## src/hdl/tcc_pkg.sv

```systemverilog
package tcc_pkg;

   // ----------------------------------------
   // Register byte addresses, one byte per word
   // ----------------------------------------
   localparam logic [7:0] ADR_CTRL_ONE  = 8'h00;
   localparam logic [7:0] ADR_CTRL_TWO  = 8'h04;
   localparam logic [7:0] ADR_STATUS    = 8'h08;
   localparam logic [7:0] ADR_CAP1_HI   = 8'h0C;
   localparam logic [7:0] ADR_CAP1_LO   = 8'h10;
   localparam logic [7:0] ADR_CAP2_HI   = 8'h14;
   localparam logic [7:0] ADR_CAP2_LO   = 8'h18;
   localparam logic [7:0] ADR_CMP1_HI   = 8'h1C;
   localparam logic [7:0] ADR_CMP1_LO   = 8'h20;
   localparam logic [7:0] ADR_CMP2_HI   = 8'h24;
   localparam logic [7:0] ADR_CMP2_LO   = 8'h28;
   localparam logic [7:0] ADR_CNT_HI    = 8'h2C;
   localparam logic [7:0] ADR_CNT_LO    = 8'h30;
   localparam logic [7:0] ADR_ACNT_HI   = 8'h34;
   localparam logic [7:0] ADR_ACNT_LO   = 8'h38;

   // ----------------------------------------
   // Control one fields
   // ----------------------------------------
   localparam int C1_CAP_IRQ_EN  = 7;
   localparam int C1_CMP_IRQ_EN  = 6;
   localparam int C1_WRAP_IRQ_EN = 5;
   localparam int C1_FORCE2      = 4;
   localparam int C1_FORCE1      = 3;
   localparam int C1_LEVEL2      = 2;
   localparam int C1_CAP1_EDGE   = 1;
   localparam int C1_LEVEL1      = 0;

   // ----------------------------------------
   // Control two fields
   // ----------------------------------------
   localparam int C2_PIN1_EN     = 7;
   localparam int C2_PIN2_EN     = 6;
   localparam int C2_SINGLE      = 5;
   localparam int C2_PWIDTH      = 4;
   localparam int C2_CLK_SEL_HI  = 3;
   localparam int C2_CLK_SEL_LO  = 2;
   localparam int C2_CAP2_EDGE   = 1;
   localparam int C2_EXT_EDGE    = 0;

   // ----------------------------------------
   // Flag vector index, status bit is index plus three
   // ----------------------------------------
   localparam int F_CMP2 = 0;
   localparam int F_CAP2 = 1;
   localparam int F_WRAP = 2;
   localparam int F_CMP1 = 3;
   localparam int F_CAP1 = 4;
   localparam int STAT_SHIFT = 3;

   // ----------------------------------------
   // Reset values and the wrap count
   // ----------------------------------------
   localparam logic [15:0] COUNT_RELOAD = 16'hFFFC;
   localparam logic [15:0] COUNT_MAX    = 16'hFFFF;
   localparam logic [15:0] CMP_RESET    = 16'h8000;
   localparam logic [7:0]  CTRL_RESET   = 8'h00;

endpackage

```

## src/hdl/tcc_timer.sv

```systemverilog
// Register access over Wishbone and the register offsets were chosen for this implementation.
`timescale 1ns/1ps
module tcc_timer
(
   input  wire logic        i_clk,
   input  wire logic        i_rst,
   input  wire logic        i_wb_cyc,
   input  wire logic        i_wb_stb,
   input  wire logic        i_wb_we,
   input  wire logic [7:0]  i_wb_adr,
   input  wire logic [3:0]  i_wb_sel,
   input  wire logic [31:0] i_wb_dat,
   output logic      [31:0] o_wb_dat,
   output logic             o_wb_ack,
   input  wire logic        i_cpu_irq_mask,
   input  wire logic        i_halt,
   input  wire logic        i_ext_count_clock_pin,
   input  wire logic [1:0]  i_capture_pin,
   output logic      [1:0]  o_compare_pin,
   output logic      [1:0]  o_compare_pin_en,
   output logic             o_timer_irq
);
   import tcc_pkg::*;

   // ----------------------------------------
   // Bus slave
   // ----------------------------------------
   logic        ack_reg;
   logic [31:0] rdat_reg;
   logic        acc;
   logic        rd;
   logic        wr;
   logic [7:0]  wbyte;

   // Access acts once, at the edge before ack
   assign acc      = i_wb_cyc & i_wb_stb & ~ack_reg;
   assign rd       = acc & ~i_wb_we;
   assign wr       = acc & i_wb_we & i_wb_sel[0];
   assign wbyte    = i_wb_dat[7:0];
   assign o_wb_ack = ack_reg;
   assign o_wb_dat = rdat_reg;

   function automatic logic hit(input logic [7:0] a, input logic [7:0] b);
      hit = (a == b);
   endfunction

   // ----------------------------------------
   // State
   // ----------------------------------------
   logic [7:0]  ctrl1_reg;
   logic [7:0]  ctrl2_reg;
   logic [15:0] cnt_reg;
   logic        cnt_chg_reg;
   logic [7:0]  lo_buf_reg;
   logic        lo_buf_vld_reg;
   logic [4:0]  flag_reg;
   logic [4:0]  arm_reg;
   logic [15:0] cap_reg [2];
   logic [1:0]  cap_hold_reg;
   logic [15:0] cmp_reg [2];
   logic [1:0]  cmp_hold_reg;
   logic [1:0]  pin_reg;
   logic [2:0]  presc_reg;
   logic [2:0]  ext_sync_reg;
   logic [2:0]  cap_sync_reg [2];

   logic        single_mode;
   logic        pwidth_mode;
   logic        tick;
   logic        reload;
   logic [1:0]  cap_edge;
   logic [1:0]  cap_evt;
   logic [1:0]  match;
   logic        restart;
   logic [4:0]  flag_set;
   logic [4:0]  flag_clr;

   assign single_mode = ctrl2_reg[C2_SINGLE] & ~ctrl2_reg[C2_PWIDTH];
   assign pwidth_mode = ctrl2_reg[C2_PWIDTH];

   // ----------------------------------------
   // Pin synchronizers
   // ----------------------------------------
   // sync to CPU clock
   always_ff @(posedge i_clk or posedge i_rst)
   begin
      if (i_rst)
      begin
         ext_sync_reg    <= 3'h0;
         cap_sync_reg[0] <= 3'h0;
         cap_sync_reg[1] <= 3'h0;
      end
      else
      begin
         ext_sync_reg    <= {ext_sync_reg[1:0], i_ext_count_clock_pin};
         cap_sync_reg[0] <= {cap_sync_reg[0][1:0], i_capture_pin[0]};
         cap_sync_reg[1] <= {cap_sync_reg[1][1:0], i_capture_pin[1]};
      end
   end

   function automatic logic edge_of(input logic [2:0] s, input logic rising);
      edge_of = rising ? (s[1] & ~s[2]) : (~s[1] & s[2]);
   endfunction

   assign cap_edge[0] = edge_of(cap_sync_reg[0], ctrl1_reg[C1_CAP1_EDGE]);
   assign cap_edge[1] = edge_of(cap_sync_reg[1], ctrl2_reg[C2_CAP2_EDGE]);

   // ----------------------------------------
   // Timer clock
   // ----------------------------------------
   always_ff @(posedge i_clk or posedge i_rst)
   begin
      if (i_rst)
         presc_reg <= 3'h0;
      else
         presc_reg <= presc_reg + 3'h1;
   end

   // Unlisted divider codes: 00 /4, 01 /2, 10 /8
   // external pin clock
   always_comb
   begin
      case (ctrl2_reg[C2_CLK_SEL_HI:C2_CLK_SEL_LO])
         2'h0:    tick = (presc_reg[1:0] == 2'h3);
         2'h1:    tick = presc_reg[0];
         2'h2:    tick = (presc_reg == 3'h7);
         default: tick = edge_of(ext_sync_reg, ctrl2_reg[C2_EXT_EDGE]);
      endcase
   end

   // ----------------------------------------
   // Counter
   // ----------------------------------------
   // low write reload
   assign reload  = wr & (hit(i_wb_adr, ADR_CNT_LO) | hit(i_wb_adr, ADR_ACNT_LO));
   // Single-pulse start on capture one edge
   assign restart = single_mode & cap_edge[0];

   always_ff @(posedge i_clk or posedge i_rst)
   begin
      if (i_rst)
      begin
         cnt_reg     <= COUNT_RELOAD;
         cnt_chg_reg <= 1'b0;
      end
      else
      begin
         cnt_chg_reg <= 1'b0;
         if (reload | restart)
         begin
            cnt_reg     <= COUNT_RELOAD;
            cnt_chg_reg <= 1'b1;
         end
         else if (tick & ~i_halt)
         begin
            cnt_reg     <= cnt_reg + 16'h1;
            cnt_chg_reg <= 1'b1;
         end
      end
   end

   always_ff @(posedge i_clk or posedge i_rst)
   begin
      if (i_rst)
      begin
         lo_buf_reg     <= 8'h00;
         lo_buf_vld_reg <= 1'b0;
      end
      else if (rd & (hit(i_wb_adr, ADR_CNT_HI) | hit(i_wb_adr, ADR_ACNT_HI)))
      begin
         if (!lo_buf_vld_reg)
            lo_buf_reg <= cnt_reg[7:0];
         lo_buf_vld_reg <= 1'b1;
      end
      else if (rd & (hit(i_wb_adr, ADR_CNT_LO) | hit(i_wb_adr, ADR_ACNT_LO)))
         lo_buf_vld_reg <= 1'b0;
   end

   // ----------------------------------------
   // Capture
   // ----------------------------------------
   // capture one idle in modes
   assign cap_evt[0] = cap_edge[0] & ~cap_hold_reg[0] & ~single_mode & ~pwidth_mode;
   assign cap_evt[1] = cap_edge[1] & ~cap_hold_reg[1];

   always_ff @(posedge i_clk or posedge i_rst)
   begin
      if (i_rst)
      begin
         cap_reg[0]   <= 16'h0000;
         cap_reg[1]   <= 16'h0000;
         cap_hold_reg <= 2'h0;
      end
      else
      begin
         for (int i = 0; i < 2; i++)
         begin
            if (cap_evt[i])
               cap_reg[i] <= cnt_reg;
         end
         if (rd & hit(i_wb_adr, ADR_CAP1_HI))
            cap_hold_reg[0] <= 1'b1;
         else if (rd & hit(i_wb_adr, ADR_CAP1_LO))
            cap_hold_reg[0] <= 1'b0;
         if (rd & hit(i_wb_adr, ADR_CAP2_HI))
            cap_hold_reg[1] <= 1'b1;
         else if (rd & hit(i_wb_adr, ADR_CAP2_LO))
            cap_hold_reg[1] <= 1'b0;
      end
   end

   // ----------------------------------------
   // Compare
   // ----------------------------------------
   // compare each timer cycle
   assign match[0] = cnt_chg_reg & (cnt_reg == cmp_reg[0]) & ~cmp_hold_reg[0];
   assign match[1] = cnt_chg_reg & (cnt_reg == cmp_reg[1]) & ~cmp_hold_reg[1];

   always_ff @(posedge i_clk or posedge i_rst)
   begin
      if (i_rst)
      begin
         cmp_reg[0]   <= CMP_RESET;
         cmp_reg[1]   <= CMP_RESET;
         cmp_hold_reg <= 2'h0;
      end
      else if (wr)
      begin
         case (i_wb_adr)
            ADR_CMP1_HI:
            begin
               cmp_reg[0][15:8] <= wbyte;
               cmp_hold_reg[0]  <= 1'b1;
            end
            ADR_CMP1_LO:
            begin
               cmp_reg[0][7:0]  <= wbyte;
               cmp_hold_reg[0]  <= 1'b0;
            end
            ADR_CMP2_HI:
            begin
               cmp_reg[1][15:8] <= wbyte;
               cmp_hold_reg[1]  <= 1'b1;
            end
            ADR_CMP2_LO:
            begin
               cmp_reg[1][7:0]  <= wbyte;
               cmp_hold_reg[1]  <= 1'b0;
            end
            default:
               cmp_hold_reg <= cmp_hold_reg;
         endcase
      end
   end

   // Pin latch low in reset
   always_ff @(posedge i_clk or posedge i_rst)
   begin
      if (i_rst)
         pin_reg <= 2'h0;
      else if (single_mode)
      begin
         if (restart)
            pin_reg[0] <= ctrl1_reg[C1_LEVEL2];
         else if (match[0])
            pin_reg[0] <= ctrl1_reg[C1_LEVEL1];
      end
      else if (!pwidth_mode)
      begin
         if (match[0] & ctrl2_reg[C2_PIN1_EN])
            pin_reg[0] <= ctrl1_reg[C1_LEVEL1];
         if (match[1] & ctrl2_reg[C2_PIN2_EN])
            pin_reg[1] <= ctrl1_reg[C1_LEVEL2];
         if (wr & hit(i_wb_adr, ADR_CTRL_ONE) & wbyte[C1_FORCE1])
            pin_reg[0] <= wbyte[C1_LEVEL1];
         if (wr & hit(i_wb_adr, ADR_CTRL_ONE) & wbyte[C1_FORCE2])
            pin_reg[1] <= wbyte[C1_LEVEL2];
      end
   end

   assign o_compare_pin    = pin_reg;
   assign o_compare_pin_en = {ctrl2_reg[C2_PIN2_EN], ctrl2_reg[C2_PIN1_EN]};

   // ----------------------------------------
   // Control registers
   // ----------------------------------------
   // Force bits are strobes, never stored
   always_ff @(posedge i_clk or posedge i_rst)
   begin
      if (i_rst)
      begin
         ctrl1_reg <= CTRL_RESET;
         ctrl2_reg <= CTRL_RESET;
      end
      else if (wr)
      begin
         if (hit(i_wb_adr, ADR_CTRL_ONE))
            ctrl1_reg <= wbyte & 8'hE7;
         if (hit(i_wb_adr, ADR_CTRL_TWO))
            ctrl2_reg <= wbyte;
      end
   end

   // ----------------------------------------
   // Flags
   // ----------------------------------------
   always_comb
   begin
      flag_set         = 5'h00;
      flag_set[F_WRAP] = tick & ~i_halt & ~reload & ~restart & (cnt_reg == COUNT_MAX);
      flag_set[F_CAP1] = cap_evt[0] | restart;
      flag_set[F_CAP2] = cap_evt[1];
      flag_set[F_CMP1] = match[0] & ~single_mode & ~pwidth_mode;
      flag_set[F_CMP2] = match[1] & ~pwidth_mode;
      flag_clr         = 5'h00;
      if (acc)
      begin
         flag_clr[F_WRAP] = hit(i_wb_adr, ADR_CNT_LO);
         flag_clr[F_CAP1] = hit(i_wb_adr, ADR_CAP1_LO);
         flag_clr[F_CAP2] = hit(i_wb_adr, ADR_CAP2_LO);
         flag_clr[F_CMP1] = hit(i_wb_adr, ADR_CMP1_LO);
         flag_clr[F_CMP2] = hit(i_wb_adr, ADR_CMP2_LO);
      end
      flag_clr = flag_clr & arm_reg;
   end

   // Set wins over a clear in the same cycle
   always_ff @(posedge i_clk or posedge i_rst)
   begin
      if (i_rst)
      begin
         flag_reg <= 5'h00;
         arm_reg  <= 5'h00;
      end
      else
      begin
         flag_reg <= flag_set | (flag_reg & ~flag_clr);
         if (rd & hit(i_wb_adr, ADR_STATUS))
            arm_reg <= flag_reg;
         else
            arm_reg <= arm_reg & ~flag_clr;
      end
   end

   assign o_timer_irq = ~i_cpu_irq_mask &
      ((ctrl1_reg[C1_WRAP_IRQ_EN] & flag_reg[F_WRAP]) |
       (ctrl1_reg[C1_CAP_IRQ_EN] & (flag_reg[F_CAP1] | flag_reg[F_CAP2])) |
       (ctrl1_reg[C1_CMP_IRQ_EN] & (flag_reg[F_CMP1] | flag_reg[F_CMP2])));

   // ----------------------------------------
   // Read mux
   // ----------------------------------------
   // byte locations
   always_ff @(posedge i_clk or posedge i_rst)
   begin
      if (i_rst)
      begin
         ack_reg  <= 1'b0;
         rdat_reg <= 32'h0;
      end
      else
      begin
         ack_reg <= acc;
         if (rd)
         begin
            case (i_wb_adr)
               ADR_CTRL_ONE: rdat_reg <= {24'h0, ctrl1_reg};
               ADR_CTRL_TWO: rdat_reg <= {24'h0, ctrl2_reg};
               ADR_STATUS:   rdat_reg <= {24'h0, flag_reg, 3'h0};
               ADR_CAP1_HI:  rdat_reg <= {24'h0, cap_reg[0][15:8]};
               ADR_CAP1_LO:  rdat_reg <= {24'h0, cap_reg[0][7:0]};
               ADR_CAP2_HI:  rdat_reg <= {24'h0, cap_reg[1][15:8]};
               ADR_CAP2_LO:  rdat_reg <= {24'h0, cap_reg[1][7:0]};
               ADR_CMP1_HI:  rdat_reg <= {24'h0, cmp_reg[0][15:8]};
               ADR_CMP1_LO:  rdat_reg <= {24'h0, cmp_reg[0][7:0]};
               ADR_CMP2_HI:  rdat_reg <= {24'h0, cmp_reg[1][15:8]};
               ADR_CMP2_LO:  rdat_reg <= {24'h0, cmp_reg[1][7:0]};
               ADR_CNT_HI,
               ADR_ACNT_HI:  rdat_reg <= {24'h0, cnt_reg[15:8]};
               ADR_CNT_LO,
               ADR_ACNT_LO:  rdat_reg <= {24'h0, lo_buf_vld_reg ? lo_buf_reg : cnt_reg[7:0]};
               default:      rdat_reg <= 32'h0;
            endcase
         end
      end
   end
endmodule

```

## config.mk

```make
export PLATFORM = sky130hd
export DESIGN_NAME = tcc_timer
export DESIGN_NICKNAME = d
export VERILOG_FILES = /design/src/hdl/tcc_pkg.sv /design/src/hdl/tcc_timer.sv
export SDC_FILE = /design/constraint.sdc
export NUM_CORES = 1
export LEC_CHECK = 0
export ABC_AREA = 1
export BUFFER_PORTS_ARGS = -buffer_cell sky130_fd_sc_hd__buf_2
export CAP_MARGIN = 20
export CORE_ASPECT_RATIO = 0.8
export CORE_MARGIN = 3
export CORE_UTILIZATION = 30
export DETAILED_ROUTE_END_ITERATION = 8
export SLEW_MARGIN = 20
export SYNTH_ARGS = -nofsm -noshare
export SYNTH_HDL_FRONTEND = slang
export SYNTH_SLANG_ARGS = --single-unit
```

## constraint.sdc

```tcl
create_clock -name i_clk -period 3.9 [get_ports i_clk]
set_input_delay 0.39 -clock i_clk [delete_from_list [all_inputs] [get_ports i_clk]]
set_output_delay 0.39 -clock i_clk [all_outputs]
set_load 0.005 [all_outputs]
```

# --- Yosys cells after proc, flatten, opt, wreduce, memory -nomap -nowiden ---
# Index checks and enable logic that the tools add are counted.
word_totals:
  ff_bits: 165
  inputBits: 54
  out_inout_bits: 38
  word_cells: 177
classes:
  add_sub_neg: 2
  n_eq_ne: 23
  n_mux: 28
  bitwise_logic: 76
  reduce_logical: 22
op_table:
  columns: ["operator", "count"]
  rows:
  - ["one-hot mux 8 bit (13 select lines)", 1]
  - ["equality test 8 x 6 -> 1 bit, second input constant", 7]
  - ["AND 1 bit", 45]
  - ["equality test 16 bit", 2]
  - ["equality test 8 x 5 -> 1 bit, second input constant", 4]
  - ["2-to-1 mux 16 bit", 2]
  - ["2-to-1 mux 1 bit", 19]
  - ["inverter 1 bit", 18]
  - ["adder 16 x 1 -> 16 bit, second input constant", 1]
  - ["equality test 16 bit, second input constant", 1]
  - ["equality test 8 x 4 -> 1 bit, second input constant", 2]
  - ["AND reduction 2 bit", 8]
  - ["AND 5 bit", 3]
  - ["nonzero test 2 bit", 7]
  - ["2-to-1 mux 5 bit", 2]
  - ["equality test 8 x 3 -> 1 bit, second input constant", 1]
  - ["zero test 8 bit", 1]
  - ["2-to-1 mux 8 bit", 1]
  - ["OR 1 bit", 8]
  - ["AND reduction 3 bit", 2]
  - ["inverter 5 bit", 1]
  - ["OR 5 bit", 1]
  - ["equality test 2 bit, second input constant", 2]
  - ["one-hot mux 1 bit (2 select lines)", 2]
  - ["other kinds (9)", 10]

# --- Depth between registers and ports, before layout ---
depth:
  depth_word: 10
  depth_mapped: 13

# --- Worst setup path before layout ---
# No wires, ideal clock.
synth_timing:
  path_kind: "flip-flop to flip-flop"
  start: "reg cnt_reg[8]"
  end: "reg cnt_reg[12]"
  setup_ps: 82
  arrival_ps: 1488
  required_time_ps: 3818
  path_slack_ps: 2331
  path_stages_with_launch: 9
  synth_period_minus_slack_ps: 1569
  cell_sequence: "dfstp_2 buf_4 inv_1 nor3_4 nand4_4 nor2_4 nand2_2 a21oi_1 o21ai_1"
synth_between:
  elab_chain_len: 3
synth_rtl:
  columns: ["item", "line_no", "text"]
  rows:
  - ["from (decl)", "tcc_timer.sv:52", "logic [15:0] cnt_reg;"]
  - ["from (signal assigned)", "tcc_timer.sv:156", "cnt_reg <= cnt_reg + 16'h1;"]
  - ["adder 16 x 1 -> 16 bit", "tcc_timer.sv:156", null]
  - ["2-to-1 mux 16 bit", "tcc_timer.sv:154", "else if (tick & ~i_halt)"]
  - ["2-to-1 mux 16 bit", "tcc_timer.sv:149", "if (reload | restart)"]
# Every way passes these cells. The select of a mux whose other input is x is not followed.
# A chain may end at the register's enable or synchronous reset.

# --- Worst setup path in the final report ---
layout_timing:
  start: "reg cnt_reg[4]"
  end: "reg pin_reg[0] (netlist: o_compare_pin[0])"
layout_between:
  elab_chain_len: 6
layout_rtl:
  columns: ["item", "line_no", "text"]
  rows:
  - ["equality test 16 bit (*)", "tcc_timer.sv:216", "assign match[0] = cnt_chg_reg & (cnt_reg == cmp_reg[0]) & ~cmp_hold_reg[0];"]
  - ["AND 1 bit (*) (2 in series)", "tcc_timer.sv:216", null]
  - ["AND 1 bit", "tcc_timer.sv:270", "if (match[0] & ctrl2_reg[C2_PIN1_EN])"]
  - ["nonzero test 3 bit (no line)", null, null]
  - ["AND reduction 3 bit (no line) (*)", null, null]
  - ["to (signal assigned)", "tcc_timer.sv:266", "pin_reg[0] <= ctrl1_reg[C1_LEVEL1];"]
  - ["to (signal assigned)", "tcc_timer.sv:271", "pin_reg[0] <= ctrl1_reg[C1_LEVEL1];"]
  - ["to (signal assigned)", "tcc_timer.sv:275", "pin_reg[0] <= wbyte[C1_LEVEL1];"]
  - ["to (decl)", "tcc_timer.sv:62", "logic [1:0] pin_reg;"]
# Every way passes the cells marked *; elsewhere a longest branch is shown, timed or not.

==> run_results.csv <==
group,metric,value,unit
detailed_routing,drtAntennaViolNets,0,
clocking,cts-root-buf,"clkbuf_16",
cells_and_area,fillerInstances,2594,
clocking,hold_buffers,0,
hold_path,hold_depth,1,
placed_design,placed_cell_area,7960,um2
job,maxCapViolations,0,
yosys,synth_area_leaders,"dfrtp_1, nand2_1, o21ai_0",
timing,worstMarginPinSlew,922,ps
cells_and_area,stdcell_area,8580,um2
global_route,grt_max_degree,142,
worst_setup_path,crit_fanout,6,
worst_setup_path,slowest_stage,"dfstp_2",
placed_design,numPortBuffers,40,
worst_setup_path,r2r_start,"cnt_reg[4]",
clocking,cts_made_buffers,17,
power_and_ir_drop,internal_power,2.94,mW
yosys,postSynthCellCount,964,
global_route,overflow,0,
yosys,yosys_warnings,0,
outcome,outcome,"completed",
detailed_routing,drcViolationCount,0,
yosys,synth-seq-area-share,47.0,%
global_route,grt_antenna_before_repair,0,
detailed_routing,via_count,6517,
hold_path,hold_end,"cap_sync_reg[3]",
clocking,cts.htree.levels,4,
clocking,clk_latency,420,ps
timing,fin_skew,14.5,ps
power_and_ir_drop,p_per_area,501,nW/um2
yosys,yosys.area.top_type,"dfrtp_1",
yosys,synth.avg_cell_area,7.83,um2
clocking,cts_resized,0,
detailed_routing,wl_per_cell,17.5,um
worst_setup_path,critPathKind,"register to register",
timing,setup_violations,0,
worst_setup_path,reg2regPathDepth,11,
global_route,gr-usage-all-layers,17.7,%
cells_and_area,drive_gt1_share,13.9,%
power_and_ir_drop,p_clk_share,40.6,%
power_and_ir_drop,vdd_drop_max,0.000301,V
placed_design,dp_hpwl,17200,um
power_and_ir_drop,switchingPower,1.35,mW
floorplan,dieArea,27100,um2
detailed_routing,totalWireLength,23400,um
global_route,grt_pass1_vias,5954,
timing,finalCriticalPeriod,2060,ps
floorplan,num_rows,51,
timing,slew_violations,0,
yosys,synth.top_cell.area_share,41.4,%
worst_setup_path,crit_path_start_kind,"register",
yosys,yosysUniqueCellTypes,39,
floorplan,core-area,24600,um2
cells_and_area,syn_to_final_growth,13.6,%
detailed_routing,drt_first_pass_iters,5,
worst_setup_path,r2r_end,"o_compare_pin[0]",
clocking,cts_tree,"yes",
power_and_ir_drop,seqPwrFrac,43.0,%
power_and_ir_drop,p_sw_share,31.5,%
hold_path,hold_start,"i_capture_pin[0]",
cells_and_area,antenna_cells,0,
clocking,clock_path_buffers,2,
worst_setup_path,end_kind,"register",
clocking,clk_pin_slew_worst_paths,60,ps
worst_setup_path,ff2ff_setup_slack,1840,ps
power_and_ir_drop,leakage,4.24,nW
floorplan,initial_utilization,30.7,%
timing,hold_viol_final,0,
placed_design,gp_congestion,0.961,
yosys,netlist_area,7550,um2
timing,rsz0062_at_grt,"no",
detailed_routing,drt_iter0_markers,781,
timing,fmax,485,MHz
yosys,ys_ff_latch,141,
worst_setup_path,crit_top_cell,"nand2_1",
worst_setup_path,crit_chain,"inv_1 -> nand2_1 -> nand2_1 -> nor2_1 -> nand3_1 -> nor2_1 -> nand2_1 -> a21oi_2 -> nand2_1 -> nand2_1 -> nand2_1",
worst_setup_path,crit_required,4220,ps
power_and_ir_drop,pwr-share-comb,16.4,%
floorplan,pin_count,92,
timing,fin_crit_sh,52.9,%
detailed_routing,detail_route.vias_per_cell,4.88,
timing,tns,0,ps
global_route,grt_pass1_wl,36200,um
clocking,post_cts_buffers,0,
cells_and_area,nNetsFinal,1061,
worst_setup_path,slowest_delay,630,ps
timing,slew_headroom,38.3,%
hold_path,hp-class,"primary input to register",
worst_setup_path,critical_path_arrival,2380,ps
floorplan,die_h,148,um
clocking,clock_sinks,141,
floorplan,die_x,183,um
[layer usage]
layer	GRT usage, %	share of wire (%)	vias to the layer above	routed length (um)
met5	0	0	-	0
met4	2.70	1.0	0	234
met3	4.82	8.5	19	1990
met2	24.3	40	254	9340
met1	27.9	51	3128	11800
li1	-	-	3116	-
[synthesized netlist by cell type (all sizes together)]
master  instances
nand3b          2
nand4          20
ha              3
inv            93
a31o            1
a21o            1
buf            37
xnor2           4
nor3            6
o31ai           1
o21ai         123
and3            1
a31oi           1
a21oi          15
clkbuf          7
conb            1
nand3          52
nor2           69
dfstp          16
o211ai          6
nand2         379
dfrtp         125
xor2            1
[area by class of cell]
cell class                      count  area, um2  share of cell area [%]
Clock inverter                     11        168                    1.95
Inverter                           93        353                    4.11
Sequential cell                   141       3550                    41.4
Timing Repair Buffer               42        228                    2.65
Clock buffer                       21        450                    5.25
Multi-Input combinational cell    709       3430                    40.0
Tap cell                          318        398                    4.64
[critical path, delay by kind of cell, from the launching register on]
family	cells	cell delay, ps
AND/OR/NAND/NOR	9	900
flip-flops	1	630
buffers and inverters	1	240
AO/OA/AOI/OAI	1	180
[power by group through the flow]
stage	Sequential [mW]	Clock, mW	Combinational [mW]
floorplan	1.78	0	0.506
global placement	1.87	0	0.683
detailed placement	1.87	0	0.691
CTS	1.84	1.77	0.694
global route	1.87	1.83	0.793
finish	1.85	1.74	0.703
[worst max path at each step]
stage | start | endpoint | slack (ps)
final | cnt_reg[4] | o_compare_pin[0] | 1840
after global routing | ctrl1_reg[1] | cnt_reg[1] | 1670
after floorplan | i_rst | arm_reg[0] | 1760
after detailed placement | i_wb_adr[1] | o_wb_dat[1] | 1690
after CTS | ctrl2_reg[4] | cap_reg[28] | 1830
after global placement | i_wb_adr[1] | o_wb_dat[1] | 1680
[kinds of logic after synthesis]
| family | count (synthesis) | share of synthesized area, % |
|---|---|---|
| xor+xnor | 5 | 0.580 |
| buf+inv | 137 | 8.74 |
| fa+ha+maj | 3 | 0.497 |
| other cells | 1 | 0.0497 |
| flops | 141 | 47.0 |
| compound gates | 148 | 10.4 |
| simple gates | 529 | 32.7 |
[metrics by stage]
stage	total power [mW]	hold slack, ps	utilization [%]	instances	worst slack (ps)
after floorplan	2.29	331	-	987	1760
after global placement	2.55	332	32.4	1303	1680
after detailed placement	2.56	336	32.4	1303	1690
after CTS	4.31	55.6	34.9	1335	1830
after global routing	4.49	48.6	34.9	1335	1670
final	4.29	69.0	34.9	1335	1840
[layout by cell type (no fill, tap or decap), types with 17 or more instances in the layout]
cell / n
nor2_1: 50
nand2_1: 370
nand3_1: 44
nand4_1: 19
clkbuf_16: 17
buf_2: 40
dfrtp_1: 125
o21ai_0: 104
inv_1: 82
conb_1: 24
Power figures use the tool's default switching activity.
